<file path="src/rtl/hrxb_pkg.sv">
// constants and types shared by the harmonic restraint and cross-blocking block
package hrxb_pkg;
   // -----------------------------------------------------------------
   // clock and timing
   // -----------------------------------------------------------------
   localparam int CLK_HZ = 10_000_000;
   localparam int TICK_HZ = 1000;
   localparam int TICK_DIV = CLK_HZ / TICK_HZ;
   // times in units of 10 us (25 ms, 20.83 ms, 15 ms, 12.5 ms)
   localparam int QUAL_50_US10 = 2500;
   localparam int QUAL_60_US10 = 2083;
   localparam int DROP_50_US10 = 1500;
   localparam int DROP_60_US10 = 1250;
   localparam int US10_HZ = 100_000;
   localparam int US10_DIV = CLK_HZ / US10_HZ;
   // -----------------------------------------------------------------
   // settings
   // -----------------------------------------------------------------
   localparam int ANGLE_LIMIT_DEG = 75;
   localparam int MAG_MIN_PCT = 10;
   localparam int PCT_FULL = 100;
   localparam int RATIO_MIN_PCT = 5;
   localparam int RATIO_MAX_PCT = 50;
   localparam int RATIO2_DEF_PCT = 15;
   localparam int RATIO5_DEF_PCT = 25;
   localparam int XLIM_MIN_MS = 100;
   localparam int XLIM_MAX_MS = 60000;
   localparam int XLIM_DEF_MS = 5000;
   localparam bit XBLK_DEF = 1'b1;
   localparam int NPHASE = 3;
   localparam int DEG_FULL = 360;
   localparam int DEG_HALF = 180;
   typedef enum logic [1:0] {HRXB_IDLE, HRXB_QUAL, HRXB_HOLD, HRXB_DROP} hrxb_state_t;
endpackage

</file>
<file path="src/rtl/hrxb_harm_restraint.sv">
// one phase, one harmonic: ratio compare, qualification and drop-off timing
`timescale 1ns/100ps
`default_nettype none
module hrxb_harm_restraint
   import hrxb_pkg::*;
#(
   parameter int MAG_W = 16
) (
   // clock and reset
   input wire logic clk,
   input wire logic resetn,
   // timing
   input wire logic tick10us,
   input wire logic sixtyHz,
   // measurement
   input wire logic [MAG_W-1:0] fundMag,
   input wire logic [MAG_W-1:0] harmMag,
   input wire logic [6:0] ratioPct,
   input wire logic enable,
   // result
   output logic restrain
);
   localparam int CW = 12;
   hrxb_state_t state_reg, state_next;
   logic [CW-1:0] cnt_reg, cnt_next;
   logic restrain_reg, restrain_next;
   logic high;
   logic [CW-1:0] qualLen, dropLen;
   // harmonic*100 > ratio*fundamental, kept in integers
   always_comb begin
      high = enable && (fundMag != '0) &&
         ((MAG_W+7)'(harmMag) * (MAG_W+7)'(PCT_FULL) >
          (MAG_W+7)'(fundMag) * (MAG_W+7)'(ratioPct)); // RQ3
      qualLen = sixtyHz ? CW'(QUAL_60_US10) : CW'(QUAL_50_US10); // RQ5
      dropLen = sixtyHz ? CW'(DROP_60_US10) : CW'(DROP_50_US10); // RQ6
   end
   always_comb begin
      state_next = state_reg;
      cnt_next = cnt_reg;
      case (state_reg)
         HRXB_IDLE: begin
            if (high) begin
               state_next = HRXB_QUAL; // RQ4
               cnt_next = '0;
            end
         end
         HRXB_QUAL: begin
            if (!high) begin
               state_next = HRXB_IDLE;
            end else if (tick10us) begin
               cnt_next = cnt_reg + 1'b1;
               if (cnt_reg + 1'b1 >= qualLen) begin
                  state_next = HRXB_HOLD; // RQ5
               end
            end
         end
         HRXB_HOLD: begin
            if (!high) begin
               state_next = HRXB_DROP;
               cnt_next = '0;
            end
         end
         default: begin
            if (high) begin
               state_next = HRXB_HOLD;
            end else if (!enable) begin
               state_next = HRXB_IDLE;
            end else if (tick10us) begin
               cnt_next = cnt_reg + 1'b1;
               if (cnt_reg + 1'b1 >= dropLen) begin
                  state_next = HRXB_IDLE; // RQ6
               end
            end
         end
      endcase
      restrain_next = high || (state_next == HRXB_DROP); // RQ4
   end
   always_ff @(posedge clk or negedge resetn) begin
      if (!resetn) begin
         state_reg <= HRXB_IDLE; // RQ16
         cnt_reg <= '0;
         restrain_reg <= 1'b0;
      end else begin
         state_reg <= state_next;
         cnt_reg <= cnt_next;
         restrain_reg <= restrain_next;
      end
   end
   assign restrain = restrain_reg;
   a_restrain_gate: assert property (@(posedge clk) disable iff (!resetn)
      !enable |=> !restrain) else $error("restraint without enable"); // RQ7
   a_hold_drop: assert property (@(posedge clk) disable iff (!resetn)
      (state_reg == HRXB_HOLD && !high) |=> restrain) else $error("no drop-off"); // RQ5
endmodule
`default_nettype wire

</file>
<file path="src/rtl/hrxb_top.sv">
// harmonic restraint and timed cross-blocking for three measuring elements
`timescale 1ns/100ps
`default_nettype none
// Summary of operation
// RQ1: external fault is flagged when the two sides' shifted currents differ by 75 degrees or more.
// RQ2: the angle test counts only while both sides' magnitudes exceed 10% of reference current.
// RQ3: each phase compares harmonic over fundamental with a threshold common to all phases, 2nd and 5th apart.
// RQ4: a high ratio raises the phase restraint at once and starts a qualification timer.
// RQ5: a high ratio held 25 ms (20.83 ms at 60 Hz) arms a drop-off that prolongs the restraint.
// RQ6: the drop-off lasts 15 ms at 50 Hz and 12.5 ms at 60 Hz.
// RQ7: the 2nd harmonic restraint exists only while inrush or external fault is active.
// RQ8: the three 2nd harmonic restraints are ORed into one general inrush restraint.
// RQ9: the 5th harmonic path uses the same timing and is gated only by minimum diff current.
// RQ10: with cross-blocking off each element is blocked only by its own harmonics.
// RQ11: with cross-blocking on any harmonic block blocks all three elements.
// RQ12: cross-blocking ends at the time limit while harmonic elements still block themselves.
// RQ13: cross-blocking enable defaults to true.
// RQ14: the time limit spans 100 to 60000 ms in 1 ms steps with 5000 ms default.
// RQ15: ratio thresholds span 5 to 50 percent in 1 percent steps, defaults 15 and 25.
// RQ16: reset clears every timer and drops every restraint and condition output.
module hrxb_top
   import hrxb_pkg::*;
#(
   parameter int MAG_W = 16,
   parameter int ANG_W = 9,
   parameter int TICK_DIV_P = TICK_DIV,
   parameter int US10_DIV_P = US10_DIV
) (
   // clock and reset
   input wire logic clk,
   input wire logic resetn,
   // settings
   input wire logic sixtyHz,
   input wire logic crossBlockEnable,
   input wire logic [15:0] crossBlockTimeLimit,
   input wire logic [6:0] secondHarmRatioThreshold,
   input wire logic [6:0] fifthHarmRatioThreshold,
   input wire logic [MAG_W-1:0] refCurrent,
   input wire logic [MAG_W-1:0] minDiffCurrent,
   // conditions
   input wire logic inrushCondition,
   input wire logic [NPHASE*ANG_W-1:0] side1Angle,
   input wire logic [NPHASE*ANG_W-1:0] side2Angle,
   input wire logic [NPHASE*MAG_W-1:0] side1Mag,
   input wire logic [NPHASE*MAG_W-1:0] side2Mag,
   // differential current phasor magnitudes
   input wire logic [NPHASE*MAG_W-1:0] fundDiffMag,
   input wire logic [NPHASE*MAG_W-1:0] secondDiffMag,
   input wire logic [NPHASE*MAG_W-1:0] fifthDiffMag,
   // decisions
   output logic extFaultCondition,
   output logic [NPHASE-1:0] secondHarmRestraint,
   output logic [NPHASE-1:0] fifthHarmRestraint,
   output logic anyPhaseSecondHarmRestraint,
   output logic anyPhaseFifthHarmRestraint,
   output logic [NPHASE-1:0] elementBlock,
   output logic crossBlockActive
);
   initial begin
      if (MAG_W < 8 || ANG_W < 9 || TICK_DIV_P < 1 || US10_DIV_P < 1) begin
         $error("hrxb_top: unsupported parameter");
      end
   end
   // -----------------------------------------------------------------
   // time base dividers
   // -----------------------------------------------------------------
   logic [23:0] msDiv_reg, msDiv_next, usDiv_reg, usDiv_next;
   logic tickMs_reg, tickMs_next, tick10us_reg, tick10us_next;
   always_comb begin
      tickMs_next = (msDiv_reg == 24'(TICK_DIV_P - 1));
      msDiv_next = tickMs_next ? '0 : msDiv_reg + 1'b1;
      tick10us_next = (usDiv_reg == 24'(US10_DIV_P - 1));
      usDiv_next = tick10us_next ? '0 : usDiv_reg + 1'b1;
   end
   always_ff @(posedge clk or negedge resetn) begin
      if (!resetn) begin
         msDiv_reg <= '0;
         usDiv_reg <= '0;
         tickMs_reg <= 1'b0;
         tick10us_reg <= 1'b0;
      end else begin
         msDiv_reg <= msDiv_next;
         usDiv_reg <= usDiv_next;
         tickMs_reg <= tickMs_next;
         tick10us_reg <= tick10us_next;
      end
   end
   // -----------------------------------------------------------------
   // setting limits
   // -----------------------------------------------------------------
   logic [6:0] ratio2, ratio5;
   logic [15:0] xLimit;
   function automatic logic [6:0] clampPct(input logic [6:0] v);
      if (v < 7'(RATIO_MIN_PCT)) begin
         clampPct = 7'(RATIO_MIN_PCT);
      end else if (v > 7'(RATIO_MAX_PCT)) begin
         clampPct = 7'(RATIO_MAX_PCT);
      end else begin
         clampPct = v;
      end
   endfunction
   always_comb begin
      ratio2 = clampPct(secondHarmRatioThreshold); // RQ15
      ratio5 = clampPct(fifthHarmRatioThreshold); // RQ15
      if (crossBlockTimeLimit < 16'(XLIM_MIN_MS)) begin
         xLimit = 16'(XLIM_MIN_MS); // RQ14
      end else if (crossBlockTimeLimit > 16'(XLIM_MAX_MS)) begin
         xLimit = 16'(XLIM_MAX_MS); // RQ14
      end else begin
         xLimit = crossBlockTimeLimit;
      end
   end
   // -----------------------------------------------------------------
   // external fault condition
   // -----------------------------------------------------------------
   logic extFault_reg, extFault_next;
   logic [NPHASE-1:0] phaseExt;
   genvar g;
   generate
      for (g = 0; g < NPHASE; g++) begin : gAng
         logic [ANG_W-1:0] a1, a2, d, dw;
         logic [MAG_W+6:0] m1, m2, lim;
         always_comb begin
            a1 = side1Angle[g*ANG_W +: ANG_W];
            a2 = side2Angle[g*ANG_W +: ANG_W];
            d = (a1 >= a2) ? a1 - a2 : a2 - a1;
            dw = (d > ANG_W'(DEG_HALF)) ? ANG_W'(DEG_FULL) - d : d;
            m1 = (MAG_W+7)'(side1Mag[g*MAG_W +: MAG_W]) * (MAG_W+7)'(PCT_FULL);
            m2 = (MAG_W+7)'(side2Mag[g*MAG_W +: MAG_W]) * (MAG_W+7)'(PCT_FULL);
            lim = (MAG_W+7)'(refCurrent) * (MAG_W+7)'(MAG_MIN_PCT);
            phaseExt[g] = (m1 > lim) && (m2 > lim) // RQ2
               && (dw >= ANG_W'(ANGLE_LIMIT_DEG)); // RQ1
         end
      end
   endgenerate
   assign extFault_next = |phaseExt;
   // -----------------------------------------------------------------
   // per-phase harmonic restraint
   // -----------------------------------------------------------------
   logic [NPHASE-1:0] r2, r5;
   logic gate2;
   assign gate2 = inrushCondition || extFault_reg; // RQ7
   generate
      for (g = 0; g < NPHASE; g++) begin : gPh
         logic minOk;
         assign minOk = fundDiffMag[g*MAG_W +: MAG_W] > minDiffCurrent; // RQ9
         hrxb_harm_restraint #(.MAG_W(MAG_W)) uSecond (
            .clk(clk),
            .resetn(resetn),
            .tick10us(tick10us_reg),
            .sixtyHz(sixtyHz),
            .fundMag(fundDiffMag[g*MAG_W +: MAG_W]),
            .harmMag(secondDiffMag[g*MAG_W +: MAG_W]),
            .ratioPct(ratio2),
            .enable(gate2 && minOk),
            .restrain(r2[g])
         );
         hrxb_harm_restraint #(.MAG_W(MAG_W)) uFifth (
            .clk(clk),
            .resetn(resetn),
            .tick10us(tick10us_reg),
            .sixtyHz(sixtyHz),
            .fundMag(fundDiffMag[g*MAG_W +: MAG_W]),
            .harmMag(fifthDiffMag[g*MAG_W +: MAG_W]),
            .ratioPct(ratio5),
            .enable(minOk),
            .restrain(r5[g])
         );
      end
   endgenerate
   // -----------------------------------------------------------------
   // cross-blocking
   // -----------------------------------------------------------------
   logic [15:0] xCnt_reg, xCnt_next;
   logic xAct_reg, xAct_next, xDone_reg, xDone_next;
   logic [NPHASE-1:0] selfBlk, blk_reg, blk_next;
   logic anyBlk;
   always_comb begin
      selfBlk = r2 | r5; // RQ10
      anyBlk = |selfBlk;
      xCnt_next = xCnt_reg;
      xDone_next = xDone_reg;
      if (!anyBlk || !crossBlockEnable) begin
         xCnt_next = '0;
         xDone_next = 1'b0;
      end else if (!xDone_reg && tickMs_reg) begin
         xCnt_next = xCnt_reg + 1'b1;
         if (xCnt_reg + 1'b1 >= xLimit) begin
            xDone_next = 1'b1; // RQ12
         end
      end
      xAct_next = crossBlockEnable && anyBlk && !xDone_next; // RQ11 RQ13
      blk_next = xAct_next ? {NPHASE{1'b1}} : selfBlk; // RQ11
   end
   always_ff @(posedge clk or negedge resetn) begin
      if (!resetn) begin
         extFault_reg <= 1'b0; // RQ16
         xCnt_reg <= '0;
         xAct_reg <= 1'b0;
         xDone_reg <= 1'b0;
         blk_reg <= '0;
      end else begin
         extFault_reg <= extFault_next;
         xCnt_reg <= xCnt_next;
         xAct_reg <= xAct_next;
         xDone_reg <= xDone_next;
         blk_reg <= blk_next;
      end
   end
   // -----------------------------------------------------------------
   // outputs
   // -----------------------------------------------------------------
   logic any2_reg, any5_reg;
   always_ff @(posedge clk or negedge resetn) begin
      if (!resetn) begin
         any2_reg <= 1'b0;
         any5_reg <= 1'b0;
      end else begin
         any2_reg <= |r2; // RQ8
         any5_reg <= |r5;
      end
   end
   assign extFaultCondition = extFault_reg;
   assign secondHarmRestraint = r2;
   assign fifthHarmRestraint = r5;
   assign anyPhaseSecondHarmRestraint = any2_reg;
   assign anyPhaseFifthHarmRestraint = any5_reg;
   assign elementBlock = blk_reg;
   assign crossBlockActive = xAct_reg;
   // -----------------------------------------------------------------
   // checks
   // -----------------------------------------------------------------
   a_any_second: assert property (@(posedge clk) disable iff (!resetn)
      any2_reg == $past(|r2)) else $error("general inrush flag mismatch"); // RQ8
   a_self_block: assert property (@(posedge clk) disable iff (!resetn)
      (|(r2 | r5)) |=> (|blk_reg)) else $error("missing self block"); // RQ10
   a_no_cross_off: assert property (@(posedge clk) disable iff (!resetn)
      !crossBlockEnable |=> !xAct_reg) else $error("cross block while disabled"); // RQ10
   a_cross_all: assert property (@(posedge clk) disable iff (!resetn)
      xAct_reg |-> (blk_reg == {NPHASE{1'b1}})) else $error("cross block incomplete"); // RQ11
   a_cross_limit: assert property (@(posedge clk) disable iff (!resetn)
      xAct_reg |-> (xCnt_reg < xLimit)) else $error("cross block past limit"); // RQ12
   a_ext_needs_mag: assert property (@(posedge clk) disable iff (!resetn)
      (refCurrent != '0 && side1Mag == '0) |=> !extFault_reg)
      else $error("ext fault with low magnitude"); // RQ2
   a_second_gate: assert property (@(posedge clk) disable iff (!resetn)
      (!inrushCondition && !extFault_reg)[*2] |=> (r2 == '0))
      else $error("second harmonic restraint ungated"); // RQ7
   a_self_kept: assert property (@(posedge clk) disable iff (!resetn)
      (xDone_reg && !xAct_reg) |-> ((blk_reg & ~$past(selfBlk)) == '0))
      else $error("released element still blocked"); // RQ12
   c_cross: cover property (@(posedge clk) disable iff (!resetn) xAct_reg);
   c_release: cover property (@(posedge clk) disable iff (!resetn) $fell(xAct_reg) && anyBlk);
   c_ext: cover property (@(posedge clk) disable iff (!resetn) extFault_reg && |r2);
   c_fifth: cover property (@(posedge clk) disable iff (!resetn) any5_reg);
endmodule
`default_nettype wire

</file>
<file path="config.mk">
export PLATFORM = sky130hd
export DESIGN_NAME = hrxb_top
export DESIGN_NICKNAME = d
export VERILOG_FILES = /design/src/rtl/hrxb_pkg.sv /design/src/rtl/hrxb_harm_restraint.sv /design/src/rtl/hrxb_top.sv
export SDC_FILE = /design/constraint.sdc
export NUM_CORES = 2
export LEC_CHECK = 0
export BUFFER_PORTS_ARGS = -buffer_cell sky130_fd_sc_hd__buf_2
export CORE_ASPECT_RATIO = 0.8
export CORE_MARGIN = 5
export CORE_UTILIZATION = 42
export CTS_BUF_LIST = sky130_fd_sc_hd__clkbuf_4
export CTS_CLUSTER_SIZE = 16
export DETAILED_ROUTE_END_ITERATION = 6
export GPL_TIMING_DRIVEN = 0
export SYNTH_ARGS = -nofsm -noshare
export SYNTH_HDL_FRONTEND = slang
export SYNTH_SLANG_ARGS = --single-unit
</file>
<file path="constraint.sdc">
create_clock -name clk -period 2.8 [get_ports clk]
set_input_delay 0.14 -clock clk [delete_from_list [all_inputs] [get_ports clk]]
set_output_delay 0.14 -clock clk [all_outputs]
set_load 0.005 [all_outputs]
</file>
; ---- Word level (Yosys, flattened, before mapping)
; Cells that the tools add are included.
[op_classes]
n_addsub = 18
multipliers = 19
n_lt_le_gt_ge = 43
eq_ne = 44
muxes = 124
bitwise_logic = 1
n_reduce_logical = 62
[op_table]
columns = cell, count
row1 = $mux W12, 36
row2 = $mul A16 B5 Y21 const B, 12
row3 = $pmux W12 S3, 6
row4 = $gt A23 B20 Y1, 6
row5 = $gt A23 B23 Y1, 6
row6 = $mul A16 B7 Y23, 6
row7 = $mux W2, 54
row8 = $ge A12 B12 Y1, 8
row9 = $add A12 B1 Y12 const B, 6
row10 = $mux W9, 8
row11 = $mux W16, 4
row12 = $sub A9 B9 Y9, 6
row13 = $add A24 B1 Y24 const B, 2
row14 = $ge A12 B11 Y1, 4
row15 = $gt A16 B16 Y1, 3
row16 = $mux W24, 2
row17 = $reduce_bool A16 Y1, 3
row18 = $pmux W2 S3, 6
row19 = $reduce_and A5 Y1, 6
row20 = $mux W7, 4
row21 = $ge A9 B7 Y1 const B, 3
row22 = $ge A9 B9 Y1, 3
row23 = $gt A9 B8 Y1 const B, 3
row24 = $sub A9 B9 Y9 const A, 3
row25 = 24 further kinds, 111
[word_totals]
reg_bits = 164
inputBits = 361
out_inout_bits = 13
elab_cells = 340

; ---- Depth between registers and ports, before layout
[logic_depth]
depth_word = 10
mapped_depth = 41
mapped_depth_nobuf = 38

; ---- By module
; Synthesis repeated with hierarchy kept, for this count alone.
[hier_totals]
hier_cells = 7302
area_unflattened_um2 = 61676.7
[by_module_without_submodules]
columns = mod, n_inst, cells_each, area_per_inst_um2, seq_area_each_um2
row1 = hrxb_top, 1, 2532, 20982.6, 1851.8
row2 = hrxb_harm_restraint at gPh[0].uFifth ..., 3, 801, 6877.8, 375.4
row3 = hrxb_harm_restraint at gPh[1].uSecond, 1, 798, 6759.0, 375.4
row4 = hrxb_harm_restraint at gPh[2].uFifth, 1, 786, 6675.2, 375.4
row5 = hrxb_harm_restraint at gPh[2].uSecond, 1, 783, 6626.4, 375.4

; ---- Least setup slack after synthesis
; OpenSTA, ideal clock, no wires.
[synth_path]
path_type = input-to-reg
startpoint = input port fifthHarmRatioThreshold[5]
endpoint = register gPh[1].uFifth.restrain_reg
setup_time_ns = 0.066
t_arrival_ns = 7.998
required_time_ns = 2.734
setup_slack_ns = -5.264
path_stages = 38
path_buffers = 2
cell_sequence = or2_2 -> clkbuf_1 -> nor4_1 -> nor2_1 -> clkbuf_1 -> and2_1 -> fa_1 -> inv_1 -> fa_1 -> inv_1 -> fa_1 -> inv_1 -> fa_1 -> inv_1 -> ha_1 -> a21boi_0 -> o21ai_0 -> a21o_1 -> (+2 left out) -> a211o_1 -> a31oi_1 -> a21o_1 -> a21oi_1 -> xnor2_1 -> ha_1 -> nand3_1 -> nor2_1 -> nand2_1 -> nor3_1 -> a221oi_1 -> o21ai_0 -> a31oi_1 -> a311oi_2 -> nand2_1 -> or4b_1 -> a32oi_1 -> a22o_1
[synth_between]
elab_chain_cells = 10
elab_cells_between_ends = 14
classes_between = 1 x mul / 3 x order compare / 1 x eq/ne / 7 x mux / 2 x reduce/logical
[synth_rtl]
columns = item, line
row1 = from (decl), hrxb_top.sv:37  ; input wire logic [6:0] fifthHarmRatioThreshold,
row2 = $gt A7 B6 Y1, hrxb_top.sv:96  ; end else if (v > 7'(RATIO_MAX_PCT)) begin
row3 = $mux W7, hrxb_top.sv:96
row4 = $mux W7 (*), hrxb_top.sv:94  ; if (v < 7'(RATIO_MIN_PCT)) begin
row5 = $mul A16 B7 Y23 (*), hrxb_harm_restraint.sv:33  ; (MAG_W+7)'(fundMag) * (MAG_W+7)'(ratioPct));
row6 = $gt A23 B23 Y1 (*), hrxb_harm_restraint.sv:32  ; ((MAG_W+7)'(harmMag) * (MAG_W+7)'(PCT_FULL) >
row7 = $logic_and A1 B1 Y1 (*), hrxb_harm_restraint.sv:31  ; high = enable && (fundMag != '0) &&
row8 = "$mux W2, on equally long branches", --
row9 = $pmux W2 S3 (*), hrxb_harm_restraint.sv:40  ; case (state_reg)
row10 = net gPh[1].uFifth.state_next[0], hrxb_harm_restraint.sv:24  ; hrxb_state_t state_reg, state_next;
row11 = $eq A2 B2 Y1 (*), hrxb_harm_restraint.sv:76  ; restrain_next = high || (state_next == HRXB_DROP);
row12 = $logic_or A1 B1 Y1 (*), hrxb_harm_restraint.sv:76
row13 = net gPh[1].uFifth.restrain_next, hrxb_harm_restraint.sv:26  ; logic restrain_reg, restrain_next;
row14 = to (signal assigned), hrxb_harm_restraint.sv:86  ; restrain_reg <= restrain_next;
row15 = to (decl), hrxb_harm_restraint.sv:26
; The timed path passes the listed nets; every way through them passes the cells marked *.
; A chain may end at the register's enable or synchronous reset.

; ---- Worst setup path after layout
[layout_path]
startpoint = input port fifthHarmRatioThreshold[0]
endpoint = register gPh[1].uFifth.restrain_reg
; The elaborated chain is that of the path after synthesis.

==> flow_summary_export.csv <==
group,metric,value,unit
detailed_routing,vias,50700,
timing,finalSetupTns,-401.55,ns
detailed_routing,wl,160000,microns
power,power_density,682,mW/mm^2
detailed_routing,first_pass_iters,5,
clock_tree,clk_latency,0.60,ns
final_layout,final_util,0.489,
timing,fmax,0.131,GHz
synthesis,synth_commonest_cells,"inv_1, ha_1, fa_1",
die,start_util,0.423,
status,status,"finished with violations",
setup_path,cp_slowest_cell,"or4b_4",
synthesis,synthArstFlopShare,1.00,
timing,setup_viol_count_final,96,
timing,drv_slew,0,
synthesis,netlist_instances,7189,
synthesis,syn_area,0.0596,sq mm
placement,dp_hpwl,133000,microns
synthesis,synth_area_per_cell,8.29,sq um
setup_path,cp-end-kind,"flop",
status,violations,"negative setup slack",
final_layout,area_growth,15.6,%
hold_path,hp-class,"in2reg",
power,ir_drop,0.000515,V
die,num_io_pins,374,
timing,rsz0062_at_grt,"true",
timing,min_period,7.63,ns
synthesis,synth_top_area_frac,0.281,
detailed_routing,first_iter_violations,2672,
die,dieArea,0.149,sq mm
setup_path,cp_data_required_time,3.33,ns
clock_tree,clk_path_buf_depth,2,
timing,timing_hold_violations_final,0,
setup_path,start_kind,"input port",
timing,finClkSkew,0.0354,ns
grt,track_usage,0.209,
clock_tree,htreeDepth,4,
grt,grt_max_degree,91,
clock_tree,cts_tree,"done",
placement,post-place-ws,-7.13,ns
setup_path,worstPathArrival,8.16,ns
clock_tree,clockRootBuffer,"clkbuf_4",
power,power,47.0,mW
grt,grt_pass1_vias,50100,
die,rows,123,
setup_path,path_class,"in2reg",
setup_path,slowest_delay,0.58,ns
synthesis,synth_edf_count,0,
timing,slew_headroom,0.116,
final_layout,drive_gt1_frac,0.134,
synthesis,synthFlopType,"dfrtp_1",
die,core,0.141,sq mm
clock_tree,cts_buffers,17,
grt,antenna_found_initial,55,
timing,worst_slew_pin_slew,1.32,ns
synthesis,yosysUniqueCellTypes,98,
placement,io_buffers,373,
timing,fin_ws,-4.83,ns
die,die_w,431,microns
synthesis,yosysWarnings,0,
detailed_routing,drcViolationCount,0,
setup_path,cp_common_cell,"fa_1",
setup_path,cp_max_fo,6,
clock_tree,cts.sinks,164,
grt,grt-ovfl-total,0,
power,leakage,36.6,nW
placement,place_congestion,0.917,
clock_tree,clk_pin_slew,0.17,ns
synthesis,synthTopCellsByArea,"ha_1, fa_1, inv_1",
final_layout,fin_cells,9762,
synthesis,synth_seq_cells,164,
detailed_routing,wl_per_cell,16.3,microns
timing,min_period_over_period,2.72,
synthesis,synth_most_common_cell,"inv_1",
detailed_routing,ant_nets,0,
synthesis,ys_seq_area_frac,0.0689,
detailed_routing,routed_via_density,5.19,
die,die_y,347,microns
placement,placedCellCount,9534,
synthesis,yosysTopAreaCell,"ha_1",
grt,grt_pass1_wl,259000,microns
final_layout,final_nets,10100,
run,cap_violations,0,
cell usage in the layout, fill, tap and decap left out, drive strengths merged, types with 25 or more instances in the layout:
cell,count
buf,581
a21o,171
nand2,512
or3,42
a211oi,37
o21bai,27
and3,98
o21ai,295
a21oi,315
and2,341
nor2,315
nor3,112
dfrtp,164
fa,553
ha,1336
nand2b,86
or2,25
a31oi,36
nand3,140
nor2b,99
a21boi,59
xor2,148
inv,1360
o31ai,38
xnor2,263
nand4,83
nor4,30
o21a,65
clkbuf,127
conb,96
diode,29
area by class of cell:
cell class / instances / area, sq um
Tap cell: 1875 / 2350
Multi-Input combinational cell: 5614 / 52400
Antenna cell: 29 / 72.6
Clock inverter: 15 / 186
Timing Repair Buffer: 554 / 3640
Inverter: 1356 / 5090
Fill cell: 13700 / 72000
Clock buffer: 17 / 128
Sequential cell: 164 / 4100
Buffer: 138 / 867
power by group:
| part | internal, mW | switching, mW | total [mW] |
|---|---|---|---|
| sequential | 2.63 | 0.288 | 2.92 |
| combinational | 19.4 | 23.1 | 42.6 |
| clock | 0.427 | 1.06 | 1.48 |
routing by layer:
| layer | routed length, microns | track usage | up-vias | part of all wire |
|---|---|---|---|---|
| li1 | - | - | 25200 | - |
| met1 | 77300 | 0.304 | 24300 | 0.48 |
| met2 | 69900 | 0.331 | 943 | 0.44 |
| met3 | 8040 | 0.0289 | 157 | 0.050 |
| met4 | 4200 | 0.0462 | 28 | 0.026 |
| met5 | 170 | 0 | - | 0.0011 |
final timing paths:
kind	start	to	slack (ns)	cells after the start
worst max-delay path	fifthHarmRatioThreshold[0]	gPh[1].uFifth.restrain$_DFF_PN0_	-4.83	40
worst min-delay path	crossBlockEnable	xCnt_reg[7]$_DFFE_PN0P_	0.07	3
worst max register to register	gPh[1].uFifth.cnt_reg[0]$_DFFE_PN0P_	gPh[1].uFifth.restrain$_DFF_PN0_	-0.58	13
worst min register to register	msDiv_reg[23]$_DFF_PN0_	msDiv_reg[23]$_DFF_PN0_	0.47	1
max in group asynchronous	resetn	gPh[0].uSecond.cnt_reg[11]$_DFFE_PN0P_	1.82	3
min in group asynchronous	resetn	xCnt_reg[2]$_DFFE_PN0P_	0.09	2
timing repair:
| item | 4_1_cts | 5_1_grt |
|---|---|---|
| gates cloned | 8 | 1 |
| gates resized for setup | 384 | 150 |
| hold endpoints to repair | 74 | 0 |
| setup buffers | 142 | 34 |
| endpoints found under the setup margin | 96 | 96 |
| hold buffers | 1 | 0 |
| pin swaps | 183 | 117 |
stage by stage:
stage / instance area [sq um] / hold WS, ns
CTS: 68100 / 0.0307
finish: 68900 / 0.0700
global route: 68800 / 0.0759
global placement: 64900 / 0.447
detailed placement: 64900 / 0.155
floorplan: 60600 / -0.156
critical path: cells and delay by family:
kind / cells / cell delay, ns
AOI/OAI and AO/OA: 17 / 2.96
adders and majority gates: 6 / 2.58
and+or+nand+nor: 9 / 1.68
buffers and inverters: 7 / 0.61
xor gates and xnor gates: 1 / 0.14
cells by family after synthesis:
kind of cell,Yosys count,synth area share
simple gates,1938,0.166
fa+ha+maj,1889,0.467
buf+inv,1506,0.0959
compound gates,1247,0.137
xor+xnor,411,0.0604
flops,164,0.0689
mux,32,0.00561
other cells,2,0.000126
(Power assumes the default switching activity.)
